### config.mk
export PLATFORM = sky130hd
export DESIGN_NAME = lewt_timer
export DESIGN_NICKNAME = d
export VERILOG_FILES = /design/src/pkg/lewt_pkg.sv /design/src/lewt_timer.sv /design/src/lewt_core.sv
export SDC_FILE = /design/constraint.sdc
export NUM_CORES = 1
export LEC_CHECK = 0
export BUFFER_PORTS_ARGS = -buffer_cell sky130_fd_sc_hd__buf_2
export CAP_MARGIN = 20
export CELL_PAD_IN_SITES_DETAIL_PLACEMENT = 2
export CELL_PAD_IN_SITES_GLOBAL_PLACEMENT = 2
export CORE_AREA = 8 8 119 148
export CTS_CLUSTER_SIZE = 12
export DETAILED_ROUTE_END_ITERATION = 8
export DIE_AREA = 0 0 127 156
export MAX_ROUTING_LAYER = met4
export PLACE_DENSITY = 0.87
export SLEW_MARGIN = 10
export SYNTH_ARGS = -nofsm -noshare
export SYNTH_HDL_FRONTEND = slang
export SYNTH_SLANG_ARGS = --single-unit
### constraint.sdc
create_clock -name mclk_in -period 5.29 [get_ports mclk_in]
set_clock_uncertainty 0.15 [all_clocks]
set_input_delay 0.2645 -clock mclk_in [delete_from_list [all_inputs] [get_ports mclk_in]]
set_output_delay 0.2645 -clock mclk_in [all_outputs]
set_load 0.03 [all_outputs]
### src/pkg/lewt_pkg.sv
// Package for the low-energy wakeup timer: register map, field layout, reset values
// and the structs that carry control and status between the register file and the core.
// Assumes a 32-bit APB register bus, byte addressed with one aligned word per register.
package lewt_pkg;

	// Register byte offsets
	localparam logic [11:0] LEWT_CTRL_OFS = 12'h000;
	localparam logic [11:0] LEWT_INTERVAL_OFS = 12'h004;
	localparam logic [11:0] LEWT_COUNT_OFS = 12'h008;
	localparam logic [11:0] LEWT_HIBWAKE_OFS = 12'h00C;
	localparam logic [11:0] LEWT_FLAGS_OFS = 12'h010;
	localparam logic [11:0] LEWT_FLAGS_SET_OFS = 12'h014;
	localparam logic [11:0] LEWT_FLAGS_CLR_OFS = 12'h018;
	localparam logic [11:0] LEWT_IRQ_EN_OFS = 12'h01C;

	// Control register fields
	localparam int LEWT_CTRL_EN_BIT = 0;
	localparam int LEWT_PRESCALE_SELECT_LSB = 5;
	localparam int LEWT_PRESCALE_SELECT_W = 3;

	// Interval exponent field
	localparam int LEWT_EXP_W = 6;
	localparam logic [5:0] LEWT_EXP_RESET = 6'h20;
	localparam logic [5:0] LEWT_EXP_MAX = 6'h20;

	// Flag bit of the periodic event
	localparam int LEWT_PERIOD_BIT = 0;

	// Counter width and reset
	localparam int LEWT_CNT_W = 32;
	localparam logic [31:0] LEWT_CNT_RESET = 32'h0000_0000;

	// Answer to an unmapped read
	localparam logic [31:0] LEWT_RDATA_NONE = 32'h0000_0000;

	// Configuration handed to the counting core
	typedef struct packed {
		logic enable;
		logic [2:0] prescale_select;
		logic [5:0] interval_exponent;
	} lewt_cfg_s;

	// State reported by the counting core
	typedef struct packed {
		logic [31:0] running_count;
		logic wake_event;
		logic reflex_pulse;
	} lewt_stat_s;

endpackage : lewt_pkg

### src/lewt_timer.sv
// Top of the low-energy wakeup timer: APB register file, flags, interrupt, wake request.
// Assumes an APB master on mclk_in and a timer clock tick synchronous to the same clock.
//
// Notes on behaviour
// - Interval exponent is bits 5:0, read/write, reset 0x20.
// - Exponent n, 0 to 32, gives one wakeup event every 2^n prescaled cycles.
// - Exponent 32 gives one event per full 32-bit counter cycle.
// - Full 32-bit running count readable, read-only, resets to zero.
// - Hibernate wake enable bit lets events request wake; resets to zero.
// - Writing one to flag set register sets the periodic flag.
// - Writing one to flag clear register clears the periodic flag.
// - With read-clear enabled, reading flag clear returns and clears flags.
// - Timer held in reset until enable set; clearing enable resets it.
// - Events set the flag; interrupt while flag and enable both set.
// - Prescale select divides timer clock by 2^value, 0 to 7.
// - Reflex pulse lasts one timer clock; shorter when both selects are zero.
`timescale 1ns/1ps
`default_nettype none
module lewt_timer
	import lewt_pkg::*;
(
	// Clock and reset
	input wire logic mclk_in,
	input wire logic sys_rst_in,
	// APB slave
	input wire logic psel,
	input wire logic penable,
	input wire logic pwrite,
	input wire logic [11:0] paddr,
	input wire logic [31:0] pwdata,
	output logic [31:0] prdata,
	output logic pready,
	output logic pslverr,
	// Timer clock tick and system option
	input wire logic timer_tick_in,
	input wire logic read_clear_en_in,
	// Event outputs
	output logic irq_out,
	output logic hibernate_wake_req_out,
	output logic peripheral_reflex_out
);

	logic ctrl_en_r;
	logic ctrl_en_nxt;
	logic [2:0] prescale_select_r;
	logic [2:0] prescale_select_nxt;
	logic [5:0] exp_r;
	logic [5:0] exp_nxt;
	logic hib_en_r;
	logic hib_en_nxt;
	logic flag_r;
	logic flag_nxt;
	logic irq_en_r;
	logic irq_en_nxt;
	logic [31:0] prdata_r;
	logic [31:0] prdata_nxt;
	logic wake_r;
	logic wake_nxt;
	logic wr_acc;
	logic rd_acc;
	lewt_cfg_s cfg;
	lewt_stat_s stat;

	// Word match on the byte address
	function automatic logic hit(input logic [11:0] a, input logic [11:0] ofs);
		return (a[11:2] == ofs[11:2]);
	endfunction

	// Counting core
	lewt_core u_core (
		.mclk_in(mclk_in),
		.sys_rst_in(sys_rst_in),
		.timer_tick_in(timer_tick_in),
		.cfg_in(cfg),
		.stat_out(stat)
	);

	assign cfg = '{
		enable: ctrl_en_r,
		prescale_select: prescale_select_r,
		interval_exponent: exp_r
	};

	// Zero wait states, so every access completes in its first access cycle
	assign wr_acc = psel & penable & pwrite;
	assign rd_acc = psel & penable & ~pwrite;
	assign pready = 1'b1;
	assign pslverr = 1'b0;

	// Register file next state; reserved bits are simply dropped
	always_comb begin
		ctrl_en_nxt = ctrl_en_r;
		prescale_select_nxt = prescale_select_r;
		exp_nxt = exp_r;
		hib_en_nxt = hib_en_r;
		flag_nxt = flag_r;
		irq_en_nxt = irq_en_r;
		if (wr_acc) begin
			if (hit(paddr, LEWT_CTRL_OFS)) begin
				ctrl_en_nxt = pwdata[LEWT_CTRL_EN_BIT];
				prescale_select_nxt = pwdata[LEWT_PRESCALE_SELECT_LSB +: LEWT_PRESCALE_SELECT_W];
			end
			if (hit(paddr, LEWT_INTERVAL_OFS))
				exp_nxt = pwdata[LEWT_EXP_W-1:0];
			if (hit(paddr, LEWT_HIBWAKE_OFS))
				hib_en_nxt = pwdata[0];
			if (hit(paddr, LEWT_IRQ_EN_OFS))
				irq_en_nxt = pwdata[LEWT_PERIOD_BIT];
			if (hit(paddr, LEWT_FLAGS_CLR_OFS) && pwdata[LEWT_PERIOD_BIT])
				flag_nxt = 1'b0;
			if (hit(paddr, LEWT_FLAGS_SET_OFS) && pwdata[LEWT_PERIOD_BIT])
				flag_nxt = 1'b1;
		end
		// Read-clear of the flag clear register
		if (rd_acc && read_clear_en_in && hit(paddr, LEWT_FLAGS_CLR_OFS))
			flag_nxt = 1'b0;
		// A hardware event wins over any clear in the same cycle
		if (stat.wake_event)
			flag_nxt = 1'b1;
	end

	// Read data mux, sampled in the setup cycle so it is stable in the access phase
	always_comb begin
		prdata_nxt = LEWT_RDATA_NONE;
		if (psel && !penable && !pwrite) begin
			case (paddr[11:2])
				LEWT_CTRL_OFS[11:2]: begin
					prdata_nxt[LEWT_CTRL_EN_BIT] = ctrl_en_r;
					prdata_nxt[LEWT_PRESCALE_SELECT_LSB +: LEWT_PRESCALE_SELECT_W] = prescale_select_r;
				end
				LEWT_INTERVAL_OFS[11:2]: prdata_nxt[LEWT_EXP_W-1:0] = exp_r;
				LEWT_COUNT_OFS[11:2]: prdata_nxt = stat.running_count;
				LEWT_HIBWAKE_OFS[11:2]: prdata_nxt[0] = hib_en_r;
				LEWT_FLAGS_OFS[11:2]: prdata_nxt[LEWT_PERIOD_BIT] = flag_r;
				LEWT_FLAGS_CLR_OFS[11:2]: begin
					if (read_clear_en_in)
						prdata_nxt[LEWT_PERIOD_BIT] = flag_r;
				end
				LEWT_IRQ_EN_OFS[11:2]: prdata_nxt[LEWT_PERIOD_BIT] = irq_en_r;
				default: prdata_nxt = LEWT_RDATA_NONE;
			endcase
		end else begin
			prdata_nxt = prdata_r;
		end
	end

	// Wake request follows each event while hibernate wake is enabled
	always_comb begin
		wake_nxt = stat.wake_event & hib_en_r;
	end

	// Registers only
	always_ff @(posedge mclk_in) begin
		if (sys_rst_in) begin
			ctrl_en_r <= 1'b0;
			prescale_select_r <= 3'h0;
			exp_r <= LEWT_EXP_RESET;
			hib_en_r <= 1'b0;
			flag_r <= 1'b0;
			irq_en_r <= 1'b0;
			prdata_r <= LEWT_RDATA_NONE;
			wake_r <= 1'b0;
		end else begin
			ctrl_en_r <= ctrl_en_nxt;
			prescale_select_r <= prescale_select_nxt;
			exp_r <= exp_nxt;
			hib_en_r <= hib_en_nxt;
			flag_r <= flag_nxt;
			irq_en_r <= irq_en_nxt;
			prdata_r <= prdata_nxt;
			wake_r <= wake_nxt;
		end
	end

	// Outputs
	assign prdata = prdata_r;
	assign irq_out = flag_r & irq_en_r;
	assign hibernate_wake_req_out = wake_r;
	assign peripheral_reflex_out = stat.reflex_pulse;

	// Interval exponent resets to its documented value
	property p_exp_reset;
		@(posedge mclk_in) sys_rst_in |=> (exp_r == LEWT_EXP_RESET);
	endproperty
	a_exp_reset: assert property (p_exp_reset) else $error("exponent reset wrong");

	// Count register read returns the counter
	property p_count_read;
		@(posedge mclk_in) disable iff (sys_rst_in)
		(psel && !penable && !pwrite && paddr == LEWT_COUNT_OFS) |=>
			(prdata == $past(stat.running_count));
	endproperty
	a_count_read: assert property (p_count_read) else $error("count read wrong");

	// Wake request only with hibernate enable and an event
	property p_wake;
		@(posedge mclk_in) disable iff (sys_rst_in)
		hibernate_wake_req_out |-> ($past(hib_en_r) && $past(stat.wake_event));
	endproperty
	a_wake: assert property (p_wake) else $error("spurious wake request");

	// Set register raises the flag
	property p_flag_set;
		@(posedge mclk_in) disable iff (sys_rst_in)
		(wr_acc && paddr == LEWT_FLAGS_SET_OFS && pwdata[0]) |=> flag_r;
	endproperty
	a_flag_set: assert property (p_flag_set) else $error("flag not set");

	// Clear register drops the flag unless an event coincides
	property p_flag_clr;
		@(posedge mclk_in) disable iff (sys_rst_in)
		(wr_acc && paddr == LEWT_FLAGS_CLR_OFS && pwdata[0] && !stat.wake_event) |=> !flag_r;
	endproperty
	a_flag_clr: assert property (p_flag_clr) else $error("flag not cleared");

	// Read-clear empties the flag
	property p_read_clear;
		@(posedge mclk_in) disable iff (sys_rst_in)
		(rd_acc && read_clear_en_in && paddr == LEWT_FLAGS_CLR_OFS && !stat.wake_event)
			|=> !flag_r;
	endproperty
	a_read_clear: assert property (p_read_clear) else $error("read-clear failed");

	// Event sets the flag and interrupt follows flag and enable
	property p_event_flag;
		@(posedge mclk_in) disable iff (sys_rst_in)
		stat.wake_event |=> (flag_r && (irq_out == irq_en_r));
	endproperty
	a_event_flag: assert property (p_event_flag) else $error("event lost");

	// Disabled timer holds counter at zero one cycle later
	property p_disable_reset;
		@(posedge mclk_in) disable iff (sys_rst_in)
		(!ctrl_en_r) |=> (stat.running_count == 32'h0000_0000);
	endproperty
	a_disable_reset: assert property (p_disable_reset) else $error("not held in reset");

	// Control write lands at the access edge
	property p_ctrl_write;
		@(posedge mclk_in) disable iff (sys_rst_in)
		(wr_acc && hit(paddr, LEWT_CTRL_OFS)) |=>
			(ctrl_en_r == $past(pwdata[LEWT_CTRL_EN_BIT]));
	endproperty
	a_ctrl_write: assert property (p_ctrl_write) else $error("enable not written");

	// Prescale select is taken from the control write
	property p_prescale_select_write;
		@(posedge mclk_in) disable iff (sys_rst_in)
		(wr_acc && hit(paddr, LEWT_CTRL_OFS)) |=>
			(prescale_select_r == $past(pwdata[LEWT_PRESCALE_SELECT_LSB +: LEWT_PRESCALE_SELECT_W]));
	endproperty
	a_prescale_select_write: assert property (p_prescale_select_write) else $error("prescale not written");

	// Interval exponent is taken from its write
	property p_interval_write;
		@(posedge mclk_in) disable iff (sys_rst_in)
		(wr_acc && hit(paddr, LEWT_INTERVAL_OFS)) |=>
			(exp_r == $past(pwdata[LEWT_EXP_W-1:0]));
	endproperty
	a_interval_write: assert property (p_interval_write) else $error("exponent not written");

	// Hibernate wake enable follows its write, one and zero alike
	property p_hib_write;
		@(posedge mclk_in) disable iff (sys_rst_in)
		(wr_acc && hit(paddr, LEWT_HIBWAKE_OFS)) |=>
			(hib_en_r == $past(pwdata[0]));
	endproperty
	a_hib_write: assert property (p_hib_write) else $error("wake enable not written");

	// Interrupt enable follows its write
	property p_irq_en_write;
		@(posedge mclk_in) disable iff (sys_rst_in)
		(wr_acc && hit(paddr, LEWT_IRQ_EN_OFS)) |=>
			(irq_en_r == $past(pwdata[LEWT_PERIOD_BIT]));
	endproperty
	a_irq_en_write: assert property (p_irq_en_write) else $error("irq enable not written");

	// Each event with hibernate wake enabled raises the wake request
	property p_wake_follows;
		@(posedge mclk_in) disable iff (sys_rst_in)
		(stat.wake_event && hib_en_r) |=> hibernate_wake_req_out;
	endproperty
	a_wake_follows: assert property (p_wake_follows) else $error("wake request lost");

	// Clearing the enable withdraws the wake request
	property p_wake_withdrawn;
		@(posedge mclk_in) disable iff (sys_rst_in)
		(!hib_en_r) |=> !hibernate_wake_req_out;
	endproperty
	a_wake_withdrawn: assert property (p_wake_withdrawn) else $error("wake not withdrawn");

	// Flag moves only for an event, a set, a clear or a read-clear
	property p_flag_quiet;
		@(posedge mclk_in) disable iff (sys_rst_in)
		(!stat.wake_event && !(wr_acc && hit(paddr, LEWT_FLAGS_SET_OFS)) &&
			!(psel && penable && hit(paddr, LEWT_FLAGS_CLR_OFS))) |=> $stable(flag_r);
	endproperty
	a_flag_quiet: assert property (p_flag_quiet) else $error("flag moved");

	// Without the read-clear option a read of the clear register keeps the flag
	property p_rc_off;
		@(posedge mclk_in) disable iff (sys_rst_in)
		(rd_acc && !read_clear_en_in && hit(paddr, LEWT_FLAGS_CLR_OFS) && flag_r) |=>
			flag_r;
	endproperty
	a_rc_off: assert property (p_rc_off) else $error("flag lost on plain read");

	// Every event shows on the reflex output
	property p_reflex_event;
		@(posedge mclk_in) disable iff (sys_rst_in)
		stat.wake_event |-> peripheral_reflex_out;
	endproperty
	a_reflex_event: assert property (p_reflex_event) else $error("reflex pulse missing");

	// Control read shows enable and prescale in their fields
	property p_ctrl_read;
		@(posedge mclk_in) disable iff (sys_rst_in)
		(psel && !penable && !pwrite && hit(paddr, LEWT_CTRL_OFS)) |=>
			(prdata == {24'h00_0000, $past(prescale_select_r), 4'h0, $past(ctrl_en_r)});
	endproperty
	a_ctrl_read: assert property (p_ctrl_read) else $error("control read wrong");

	// Interval read returns the exponent
	property p_interval_read;
		@(posedge mclk_in) disable iff (sys_rst_in)
		(psel && !penable && !pwrite && hit(paddr, LEWT_INTERVAL_OFS)) |=>
			(prdata == {26'h000_0000, $past(exp_r)});
	endproperty
	a_interval_read: assert property (p_interval_read) else $error("exponent read wrong");

	// Flag register read returns the periodic flag
	property p_flags_read;
		@(posedge mclk_in) disable iff (sys_rst_in)
		(psel && !penable && !pwrite && hit(paddr, LEWT_FLAGS_OFS)) |=>
			(prdata == {31'h0000_0000, $past(flag_r)});
	endproperty
	a_flags_read: assert property (p_flags_read) else $error("flag read wrong");

	c_event: cover property (@(posedge mclk_in) disable iff (sys_rst_in) stat.wake_event);
	c_irq: cover property (@(posedge mclk_in) disable iff (sys_rst_in) $rose(irq_out));
	c_wake: cover property (@(posedge mclk_in) disable iff (sys_rst_in) hibernate_wake_req_out);
	c_rdclr: cover property (@(posedge mclk_in) disable iff (sys_rst_in)
		rd_acc && read_clear_en_in && paddr == LEWT_FLAGS_CLR_OFS && flag_r);

endmodule : lewt_timer
`default_nettype wire

### src/lewt_core.sv
// Counting core of the low-energy wakeup timer: prescaler, 32-bit counter and event.
// Assumes the timer clock arrives as a one-cycle tick enable synchronous to mclk_in.
`timescale 1ns/1ps
`default_nettype none
module lewt_core
	import lewt_pkg::*;
(
	// Clock and reset
	input wire logic mclk_in,
	input wire logic sys_rst_in,
	// Timer clock tick and configuration
	input wire logic timer_tick_in,
	input wire lewt_cfg_s cfg_in,
	// State out
	output lewt_stat_s stat_out
);

	logic [6:0] prescale_select_cnt_r;
	logic [6:0] prescale_select_cnt_nxt;
	logic [31:0] count_r;
	logic [31:0] count_nxt;
	logic event_r;
	logic event_nxt;
	logic pulse_r;
	logic pulse_nxt;
	logic prescale_select_tick;
	logic [31:0] low_mask;
	logic fast_mode;

	// Mask of the low exponent bits; 32 or more covers the whole counter
	function automatic logic [31:0] exp_mask(input logic [5:0] e);
		logic [31:0] m;
		m = 32'h0000_0000;
		if (e >= LEWT_EXP_MAX)
			m = 32'hFFFF_FFFF;
		else
			m = (32'h0000_0001 << e[4:0]) - 32'h0000_0001;
		return m;
	endfunction

	// Prescaled tick and counter next state
	always_comb begin
		prescale_select_cnt_nxt = prescale_select_cnt_r;
		count_nxt = count_r;
		event_nxt = 1'b0;
		fast_mode = (cfg_in.prescale_select == 3'h0) && (cfg_in.interval_exponent == 6'h00);
		// With both selects at zero the pulse drops after one system clock, so that
		// back-to-back events stay distinct edges; with a half-rate tick that is half a period
		pulse_nxt = pulse_r & ~timer_tick_in & ~fast_mode;
		low_mask = exp_mask(cfg_in.interval_exponent);
		prescale_select_tick = 1'b0;
		if (!cfg_in.enable) begin
			// Disabled means held in reset, so a restart counts from zero
			prescale_select_cnt_nxt = 7'h00;
			count_nxt = LEWT_CNT_RESET;
			pulse_nxt = 1'b0;
		end else if (timer_tick_in) begin
			// Divide by two to the prescale select
			prescale_select_tick = ((prescale_select_cnt_r & ((7'h01 << cfg_in.prescale_select) - 7'h01)) ==
				((7'h01 << cfg_in.prescale_select) - 7'h01));
			prescale_select_cnt_nxt = prescale_select_cnt_r + 7'h01;
			if (prescale_select_tick) begin
				count_nxt = count_r + 32'h0000_0001;
				// Event when the low exponent bits roll over to zero
				if ((count_nxt & low_mask) == 32'h0000_0000) begin
					event_nxt = 1'b1;
					pulse_nxt = 1'b1;
				end
			end
		end
	end

	// Registers only; pulse lasts until the next timer tick, or one system clock when both selects are zero
	always_ff @(posedge mclk_in) begin
		if (sys_rst_in) begin
			prescale_select_cnt_r <= 7'h00;
			count_r <= LEWT_CNT_RESET;
			event_r <= 1'b0;
			pulse_r <= 1'b0;
		end else begin
			prescale_select_cnt_r <= prescale_select_cnt_nxt;
			count_r <= count_nxt;
			event_r <= event_nxt;
			pulse_r <= pulse_nxt;
		end
	end

	assign stat_out = '{running_count: count_r, wake_event: event_r, reflex_pulse: pulse_r};

	// Counter stays at zero while disabled
	property p_held_disabled;
		@(posedge mclk_in) disable iff (sys_rst_in)
		(!cfg_in.enable) |=> (count_r == 32'h0000_0000);
	endproperty
	a_held_disabled: assert property (p_held_disabled) else $error("counter not held");

	// Counter moves by at most one
	property p_step_one;
		@(posedge mclk_in) disable iff (sys_rst_in)
		(cfg_in.enable && $past(cfg_in.enable)) |->
			(count_r == $past(count_r) || count_r == $past(count_r) + 32'h0000_0001);
	endproperty
	a_step_one: assert property (p_step_one) else $error("counter jumped");

	// No count without a timer tick
	property p_no_tick_no_count;
		@(posedge mclk_in) disable iff (sys_rst_in)
		(cfg_in.enable && !timer_tick_in) |=> $stable(count_r);
	endproperty
	a_no_tick_no_count: assert property (p_no_tick_no_count) else $error("count w/o tick");

	// Event only with low bits of counter at zero
	property p_event_aligned;
		@(posedge mclk_in) disable iff (sys_rst_in)
		event_r |-> ((count_r & exp_mask(cfg_in.interval_exponent)) == 32'h0000_0000);
	endproperty
	a_event_aligned: assert property (p_event_aligned) else $error("event misaligned");

endmodule : lewt_core
`default_nettype wire

==> results of run 1 <==
per-stage QoR:
step | utilization | instances
3_3_place_gp | 0.361 | 890
3_5_place_dp | 0.361 | 890
6_report | 0.384 | 906
4_1_cts | 0.384 | 906
5_1_grt | 0.384 | 906
2_1_floorplan | - | 711
report_power, final:
group / switching [W] / leakage (nW) / internal (W)
registers: 0.00000343 / 0.702 / 0.000659
clock network: 0.000285 / 0.165 / 0.000466
logic: 0.0000459 / 1.09 / 0.0000186
metal layers:
layer	GRT usage	wire length, µm	vias up
met3	0.0359	751	36
met5	-	0	-
met2	0.360	9880	103
met4	0.0846	582	0
li1	-	-	2540
met1	0.204	7500	2706
synth_stat cells, types with 3 or more instances:
cell type / number / area share
a31oi_1: 6 / 0.0072
a211oi_1: 4 / 0.0057
and2_1: 4 / 0.0048
ha_1: 4 / 0.0096
a22oi_1: 3 / 0.0043
buf_2: 5 / 0.0048
nand2b_1: 8 / 0.0096
a21o_1: 3 / 0.0043
nand3_1: 55 / 0.053
xnor2_1: 34 / 0.057
inv_1: 11 / 0.0079
nor4_1: 15 / 0.018
nand4b_1: 3 / 0.0050
o221ai_1: 3 / 0.0050
nand4_1: 10 / 0.012
o21ai_0: 22 / 0.021
or2_2: 5 / 0.0060
a311oi_1: 4 / 0.0067
o211ai_1: 5 / 0.0072
mux2i_1: 6 / 0.011
clkbuf_1: 58 / 0.042
dfxtp_1: 87 / 0.33
nor3_1: 38 / 0.036
or4_1: 8 / 0.011
buf_4: 3 / 0.0043
a221oi_1: 8 / 0.013
xor2_1: 17 / 0.028
or3_1: 20 / 0.024
nor2_1: 74 / 0.053
nand2_1: 69 / 0.049
a21oi_1: 65 / 0.062
and3_1: 7 / 0.0084
registers in the layout, indices dropped and copies added, names as in the netlist:
register	cells
u_core.prescale_select_cnt_r	7
hibernate_wake_req_out	1
hib_en_r	1
prescale_select_r	3
u_core.event_r	1
ctrl_en_r	1
irq_en_r	1
u_core.count_r	32
exp_r	6
u_core.pulse_r	1
flag_r	1
prdata	32
cell families (layout without fill, tap and decap cells):
group	Yosys count	in the layout	share of synthesized area
flip-flops	87	87	0.332
AND/OR/NAND/NOR	329	329	0.312
buffers and inverters	81	91	0.0645
multiplexers	6	6	0.0115
AO/OA/AOI/OAI	151	151	0.183
XOR/XNOR	51	51	0.0852
adder cells (fa/ha/maj)	4	4	0.00955
other	2	2	0.00143
cell type report:
class | count | area (µm²)
repair buffers | 64 | 333
inverters | 11 | 41.3
clock inverters | 6 | 118
multi-input cells | 543 | 3190
clock buffers | 10 | 229
flip-flops and latches | 87 | 1740
well taps | 185 | 231
fillers | 1792 | 9430
worst min-delay path, cell delays in order:
cell and delay (ps):
buf_2 90, nand3_1 50, a21oi_1 60
placed cells by master (no fill, tap or decap), drive strengths merged, types with 4 or more instances in the layout:
cell type,netlist,final
a211oi,4,4
a21oi,65,65
a221oi,8,8
a311oi,4,4
a31oi,6,6
and2,4,4
and3,7,7
buf,11,64
clkbuf,59,10
dfxtp,87,87
ha,4,4
inv,11,12
mux2i,6,6
nand2,69,69
nand2b,8,8
nand3,55,55
nand4,11,11
nor2,74,74
nor3,38,38
nor4,15,15
o211ai,5,5
o21ai,23,23
or2,5,5
or3,20,20
or4,9,9
xnor2,34,34
xor2,17,17
worst paths after layout:
path	from	end	slack [ps]
hold / removal	pwdata[4]	exp_r[4]	10
setup reg to reg	exp_r[2]	u_core.event_r	1290
hold reg to reg	prdata[17]	prdata[17]	300
setup / recovery	exp_r[2]	u_core.event_r	1290
==> flow_summary.yaml, run 1 <==
run_status:
  status: "finished clean"
place:
  port-buffer-count: 59
  place_ws_ps: 1330
  placedInstanceArea_um2: 5530
  post-dp-hpwl_mm: 13.3
  gp_congestion: 0.841
timing:
  fmaxAchievable_ghz: 0.250
  slew_headroom: 0.353
  whs_ps: 13.4
  tns_setup_ps: 0
  setup_ws_ps: 1290
  report.final.slew_viol_count: 0
  tightestPinTransition_ps: 970
  timing.final.crit_share: 0.757
  setup_violations: 0
  setup_repair_after_global_routing_missed_its_margin: "no"
  hold_viol: 0
  fin_crit_ps: 4000
power_and_ir_drop:
  power_density_nw_per_um2: 251
  p_total_w: 0.00148
  vdd_drop_max_mv: 0.157
  power.leakage_nw: 1.96
global_route:
  grt_start_max_net_pins: 48
  grt_util_all_layers: 0.198
  first_pass_grt_wire_length_mm: 30.9
  grt_overflow_total: 0
  number_of_global_route_vias_before_repair: 5956
  antenna_found_initial: 0
worst_setup_path:
  timing.critical_path.arrival_ps: 4110
  worst_path_required_ps: 5400
  worstRegToRegCells: 11
  setup.worst_path.end_class: "flip-flop"
  critical_path.top_delay_family: "simple AND/OR/NAND/NOR gates"
  critical_path_cell_count: 11
  worst_path_maximum_fanout: 20
  critPathMostFrequentCell: "nor2_1"
  crit_path_max_incr_delay_ps: 800
  path_buf_inv: 0
  timing.critical_path.from_type: "flip-flop"
  path_cells: "or2_2 -> nor2_1 -> nand3_1 -> ha_1 -> nor2_1 -> a31oi_1 -> a211oi_1 -> a221oi_1 -> nand4b_1 -> or4_1 -> nor3_1"
  cp_slowest_cell: "dfxtp_1"
  worst-setup-path-type: "flip-flop to flip-flop"
floorplan:
  width_of_the_die_um: 127
  chipHeight_um: 156
  num_rows: 51
  pin_count: 88
  starting_density: 0.342
  core_um2: 15300
  die-area_um2: 19800
yosys:
  yosysWarningCount: 0
  dominantRegCellSynth: "dfxtp_1"
  synth.yosys.seq_area_share: 0.332
  post_synth_instance_area_um2: 5240
  syn_avg_cell_area_um2: 7.37
  synth_nets: 766
  synthesized_flop_and_latch_total: 87
  syn_inst: 711
  yosysUniqueCellTypes: 64
  ys_async_sr_fraction: 0
  synth-edff-count: 0
routing:
  avgRoutedWirePerCell_um: 20.7
  detail_route.drc_violations: 0
  antenna_left: 0
  vias_per_cell: 5.94
  drt_first_pass_iters: 4
  via_count: 5385
  totalWireLength_mm: 18.7
  initialDrtViolationCount: 253
clocking:
  cts_repair_resize_count: 0
  clock_path_buffers: 2
  cts-root-buf: "clkbuf_16"
  cts_inserted_buffers: 9
  post_cts_hold_buffer_count: 0
  numClockSinks: 87
  clkTransAtPathRegs_ps: 70
  clk-insertion-delay-late_ps: 350
  tritoncts: "done"
  post_cts_buffers: 0
  htreeDepth: 3
cells_and_area:
  layout-drive-gt1-share: 0.136
  design.final.nets: 771
  finalInstanceArea_um2: 5890
  layout_overhead_on_the_synthesized_area_pct: 12.3
  num_antenna_cells: 0
job:
  maxCapViolCount: 0
hold_path:
  timing.hold.worst_path_depth: 3
  min_path_type: "primary input to flip-flop"
(Power assumes the default switching activity.)
==> inputs of run 2 (changes only) <==
--- a/config.mk
+++ b/config.mk
@@ -9,12 +9,12 @@
 export CAP_MARGIN = 20
 export CELL_PAD_IN_SITES_DETAIL_PLACEMENT = 2
 export CELL_PAD_IN_SITES_GLOBAL_PLACEMENT = 2
-export CORE_AREA = 8 8 119 148
+export CORE_AREA = 8 8 124 155
 export CTS_CLUSTER_SIZE = 12
 export DETAILED_ROUTE_END_ITERATION = 8
-export DIE_AREA = 0 0 127 156
+export DIE_AREA = 0 0 132 163
 export MAX_ROUTING_LAYER = met4
-export PLACE_DENSITY = 0.87
+export PLACE_DENSITY = 0.81
 export SLEW_MARGIN = 10
 export SYNTH_ARGS = -nofsm -noshare
 export SYNTH_HDL_FRONTEND = slang
==> constraint.sdc (replaced) <==
create_clock -name mclk_in -period 4.2 [get_ports mclk_in]
set_clock_uncertainty 0.15 [all_clocks]
set_input_delay 0.21 -clock mclk_in [delete_from_list [all_inputs] [get_ports mclk_in]]
set_output_delay 0.21 -clock mclk_in [all_outputs]
set_load 0.03 [all_outputs]
==> run 2 against run 1 <==
Sequential cell count did not move. Die area increased by 8.6%. Maximum frequency increased by 15%. Power grew 20%. Largest power group unchanged.
==> flow_summary.yaml, run 2 (synthesis gave the netlist of run 1 again) <==
worst_setup_path:
  worst_path_required_ps: 4310
  critical_path.top_delay_family: "simple AND/OR/NAND/NOR gates"
  worst-setup-path-type: "flip-flop to flip-flop"
  path_buf_inv: 0
  path_cells: "nor2_1 -> nand2_1 -> ha_1 -> nor2_1 -> a31oi_1 -> a211oi_1 -> a221oi_1 -> nand4b_1 -> or4_1 -> nor3_1"
  cp_slowest_cell: "dfxtp_1"
  timing.critical_path.from_type: "flip-flop"
  timing.critical_path.arrival_ps: 3590
  setup.worst_path.end_class: "flip-flop"
  worstReg2RegStart: "exp_r[4]"
  critPathMostFrequentCell: "nor2_1"
  worst_r2r_endpoint: "u_core.event_r"
  worstRegToRegCells: 10
  crit_path_max_incr_delay_ps: 630
  worst-r2r-setup-slack_ps: 730
  worst_path_maximum_fanout: 19
hold_path:
  timing.hold.worst_path_depth: 3
  min_path_type: "primary input to flip-flop"
  hold_path_startpoint: "pwdata[0]"
  worstHoldEndpoint: "exp_r[0]"
timing:
  fmaxAchievable_ghz: 0.288
  hold_viol: 0
  tns_setup_ps: 0
  slew_headroom: 0.258
  tightestPinTransition_ps: 1110
  whs_ps: 25.2
  timing.final.crit_share: 0.827
  setup_repair_after_global_routing_missed_its_margin: "no"
  setup_violations: 0
  fin_crit_ps: 3470
  report.final.slew_viol_count: 0
global_route:
  number_of_global_route_vias_before_repair: 5839
  grt_start_max_net_pins: 48
  grt_util_all_layers: 0.183
  first_pass_grt_wire_length_mm: 31.1
  grt_overflow_total: 0
  antenna_found_initial: 0
clocking:
  cts_inserted_buffers: 9
  post_cts_buffers: 0
  clkTransAtPathRegs_ps: 70
  clk-insertion-delay-late_ps: 350
  htreeDepth: 3
  clock_path_buffers: 2
  cts-root-buf: "clkbuf_16"
  numClockSinks: 87
  tritoncts: "done"
floorplan:
  die-area_um2: 21500
  core_um2: 16600
  starting_density: 0.315
  chipHeight_um: 163
  pin_count: 88
  width_of_the_die_um: 132
  num_rows: 53
cells_and_area:
  final_cell_mix: "87 x dfxtp_1, 74 x nor2_1, 69 x nand2_1"
  design.final.nets: 785
  post-route-util: 0.361
  finalInstanceArea_um2: 6010
  layout-drive-gt1-share: 0.144
  num_antenna_cells: 0
  mostFrequentLayoutCell: "dfxtp_1"
  fillCellCount: 1950
  layout_overhead_on_the_synthesized_area_pct: 14.7
power_and_ir_drop:
  vdd_drop_max_mv: 0.157
  power.leakage_nw: 2.01
  power_density_nw_per_um2: 294
routing:
  totalWireLength_mm: 19.0
  vias_per_cell: 5.66
  initialDrtViolationCount: 245
  antenna_left: 0
  via_count: 5402
  avgRoutedWirePerCell_um: 19.9
  detail_route.drc_violations: 0
  drt_first_pass_iters: 5
place:
  port-buffer-count: 59
  gp_congestion: 0.863
  placedInstanceArea_um2: 5630
  post-dp-hpwl_mm: 13.6
job:
  maxCapViolCount: 0
run_status:
  status: "finished clean"
-- run 2: cell type report --
type | count | area [µm²] | area share
tap | 220 | 275 | 0.0458
multi-input combinational | 543 | 3180 | 0.530
inverter | 11 | 41.3 | 0.00687
sequential | 87 | 1740 | 0.290
clock buffer | 10 | 239 | 0.0398
clock inverter | 6 | 75.1 | 0.0125
timing repair buffer | 78 | 455 | 0.0758
-- run 2: metrics by stage --
step                      std cells  total power [W]  setup slack, ps
final                           955          0.00177              725
after global routing            955          0.00183              405
after CTS                       955          0.00179              706
after detailed placement        932         0.000934              729
after global placement          932         0.000930              809
after floorplan                 711         0.000901             1040
-- run 2: power breakdown --
| part | internal, W | leakage (nW) | switching, W | total, W |
|---|---|---|---|---|
| clock | 0.000486 | 0.151 | 0.000364 | 0.000850 |
| sequential | 0.000830 | 0.702 | 0.00000467 | 0.000835 |
| combinational | 0.0000277 | 1.15 | 0.0000569 | 0.0000845 |
-- run 2: worst max path at each step --
| stage | to | startpoint | cells past startpoint | slack (ps) |
|---|---|---|---|---|
| finish | u_core.event_r | exp_r[4] | 10 | 730 |
| global route | u_core.event_r | exp_r[4] | 10 | 410 |
| CTS | u_core.event_r | exp_r[4] | 10 | 710 |
| detailed placement | u_core.event_r | exp_r[4] | 10 | 730 |
| global placement | u_core.event_r | exp_r[4] | 10 | 810 |
| floorplan | u_core.event_r | exp_r[3] | 12 | 1040 |
-- run 2: timing repair --
action,in CTS,in global routing
hold buffers,7,0
endpoints found under the hold margin,7,0
resized for setup,0,0
endpoints found under the setup margin,0,0
-- run 2: tightest hold or removal path: stages --
cell,delay (ps)
buf_2,140
nand3_1,70
a21oi_1,50
-- run 2: layer usage --
metal	track usage	vias to the layer above	wire, µm	share of wire
met1	0.198	2705	7900	0.42
met3	0.0330	26	588	0.031
met5	-	-	0	0
met4	0.0712	0	511	0.027
met2	0.326	104	9960	0.53
li1	-	2567	-	-
==> inputs of run 3 (changes only) <==
==> constraint.sdc (replaced) <==
create_clock -name mclk_in -period 3.25 [get_ports mclk_in]
set_clock_uncertainty 0.15 [all_clocks]
set_input_delay 0.1625 -clock mclk_in [delete_from_list [all_inputs] [get_ports mclk_in]]
set_output_delay 0.1625 -clock mclk_in [all_outputs]
set_load 0.03 [all_outputs]
==> run 3 against run 2 <==
Routed wire length is 0.18% higher. Critical path depth decreased by 3. Combinational power is 33% higher. Core utilization up 1.0 points. First-iteration DRC count fell by 13%.
==> flow_summary.yaml, run 3 (synthesis gave the netlist of run 1 again) <==
timing:
  setup_violations: 0
  tns_setup_ps: 0
  fin_crit_ps: 3060
  setup_repair_after_global_routing_missed_its_margin: "no"
  hold_viol: 0
  report.final.slew_viol_count: 0
  slew_headroom: 0.363
  fmaxAchievable_ghz: 0.326
  whs_ps: 20.2
  timing.final.crit_share: 0.942
  tightestPinTransition_ps: 954
worst_setup_path:
  timing.critical_path.from_type: "flip-flop"
  setup.worst_path.end_class: "flip-flop"
  timing.critical_path.arrival_ps: 3170
  worst_path_required_ps: 3360
  worst-setup-path-type: "flip-flop to flip-flop"
  worst_path_maximum_fanout: 8
power_and_ir_drop:
  power_density_nw_per_um2: 354
  power.leakage_nw: 2.11
  vdd_drop_max_mv: 0.197
routing:
  totalWireLength_mm: 19.0
  via_count: 5441
  detail_route.drc_violations: 0
  initialDrtViolationCount: 214
  avgRoutedWirePerCell_um: 19.4
  antenna_left: 0
  vias_per_cell: 5.55
  drt_first_pass_iters: 5
clocking:
  clk-insertion-delay-late_ps: 350
  cts_inserted_buffers: 9
  cts-root-buf: "clkbuf_16"
  clkTransAtPathRegs_ps: 70
  clock_path_buffers: 2
  htreeDepth: 3
  tritoncts: "done"
  numClockSinks: 87
cells_and_area:
  num_antenna_cells: 0
  finalNonFillerCells: 981
  layout_overhead_on_the_synthesized_area_pct: 17.9
  fillCellCount: 1951
  design.final.nets: 811
  mostFrequentLayoutCell: "dfxtp_1"
  layout-drive-gt1-share: 0.175
  final_cell_mix: "86 x dfxtp_1, 74 x nor2_1, 69 x nand2_1"
place:
  post-dp-hpwl_mm: 14.0
  place.detailed.instances: 957
  port-buffer-count: 59
  gp_congestion: 0.865
floorplan:
  chipHeight_um: 163
  num_rows: 53
  starting_density: 0.315
  die-area_um2: 21500
  core_um2: 16600
  width_of_the_die_um: 132
  pin_count: 88
global_route:
  grt_start_max_net_pins: 47
  number_of_global_route_vias_before_repair: 5918
  antenna_found_initial: 0
  grt_overflow_total: 0
  grt_util_all_layers: 0.184
  first_pass_grt_wire_length_mm: 31.3
hold_path:
  min_path_type: "primary input to flip-flop"
job:
  maxCapViolCount: 0
run_status:
  status: "finished clean"
## run 3: cell types whose count changed in the layout (fill, tap and decap cells not counted)
cell | before | now
buf_4 | 12 | 37
bufinv_16 | 1 | 0
clkbuf_1 | 0 | 1
clkbuf_8 | 1 | 0
clkinvlp_4 | 1 | 2
dfxtp_1 | 87 | 86
dfxtp_2 | 0 | 1
dlygate4sd3_1 | 7 | 8
ha_1 | 4 | 3
ha_2 | 0 | 1
inv_1 | 11 | 10
inv_2 | 0 | 1
## run 3: what timing repair did
| action | 4_1_cts | 5_1_grt |
|---|---|---|
| buffers inserted | 0 | 0 |
| setup endpoints to repair | 0 | 2 |
| endpoints found under the hold margin | 9 | 0 |
| hold buffers | 8 | 0 |
| gates resized for setup | 0 | 3 |
## run 3: worst max-delay path, stage by stage, from the launching register on
cell and delay, ps:
dfxtp_1 500, nand3_1 260, or4_1 570, or4_1 460, xor2_1 190, o22ai_1 120, or4_1 510, o31ai_2 200
## run 3: metal layers
layer / share of wire / track usage / wire, µm
met2: 0.54 / 0.339 / 10200
met5: 0 / - / 0
met3: 0.026 / 0.0312 / 502
met1: 0.42 / 0.195 / 7930
met4: 0.020 / 0.0591 / 379
## run 3: power breakdown
| part | leakage, nW | switching, W | internal (W) | total (W) |
|---|---|---|---|---|
| logic | 1.28 | 0.0000736 | 0.0000381 | 0.000112 |
| clock network | 0.131 | 0.000471 | 0.000529 | 0.00100 |
| registers | 0.702 | 0.00000605 | 0.00107 | 0.00108 |
## run 3: cell type report
class	instances	area (µm²)	share of cell area
Sequential cell	87	1740	0.282
Multi-Input combinational cell	543	3190	0.515
Clock inverter	6	52.6	0.00850
Tap cell	220	275	0.0445
Inverter	11	41.3	0.00668
Clock buffer	10	229	0.0371
Timing Repair Buffer	104	653	0.106
## run 3: final timing paths
check             slack, ps                               to               from  cells after the start
hold reg to reg         300                       prdata[28]         prdata[28]                      2
setup / recovery        190                   u_core.pulse_r  u_core.count_r[2]                      7
setup reg to reg        190                   u_core.pulse_r  u_core.count_r[2]                      7
hold / removal           20  u_core.prescale_select_cnt_r[0]      timer_tick_in                      3
## run 3: through the flow
step,area [µm²],setup slack [ps],utilization,total power (W)
2_1_floorplan,5240,90.8,-,0.00116
3_3_place_gp,5810,260,0.349,0.00120
3_5_place_dp,5810,170,0.349,0.00121
4_1_cts,6180,127,0.371,0.00222
5_1_grt,6180,83.9,0.371,0.00227
6_report,6180,187,0.371,0.00219
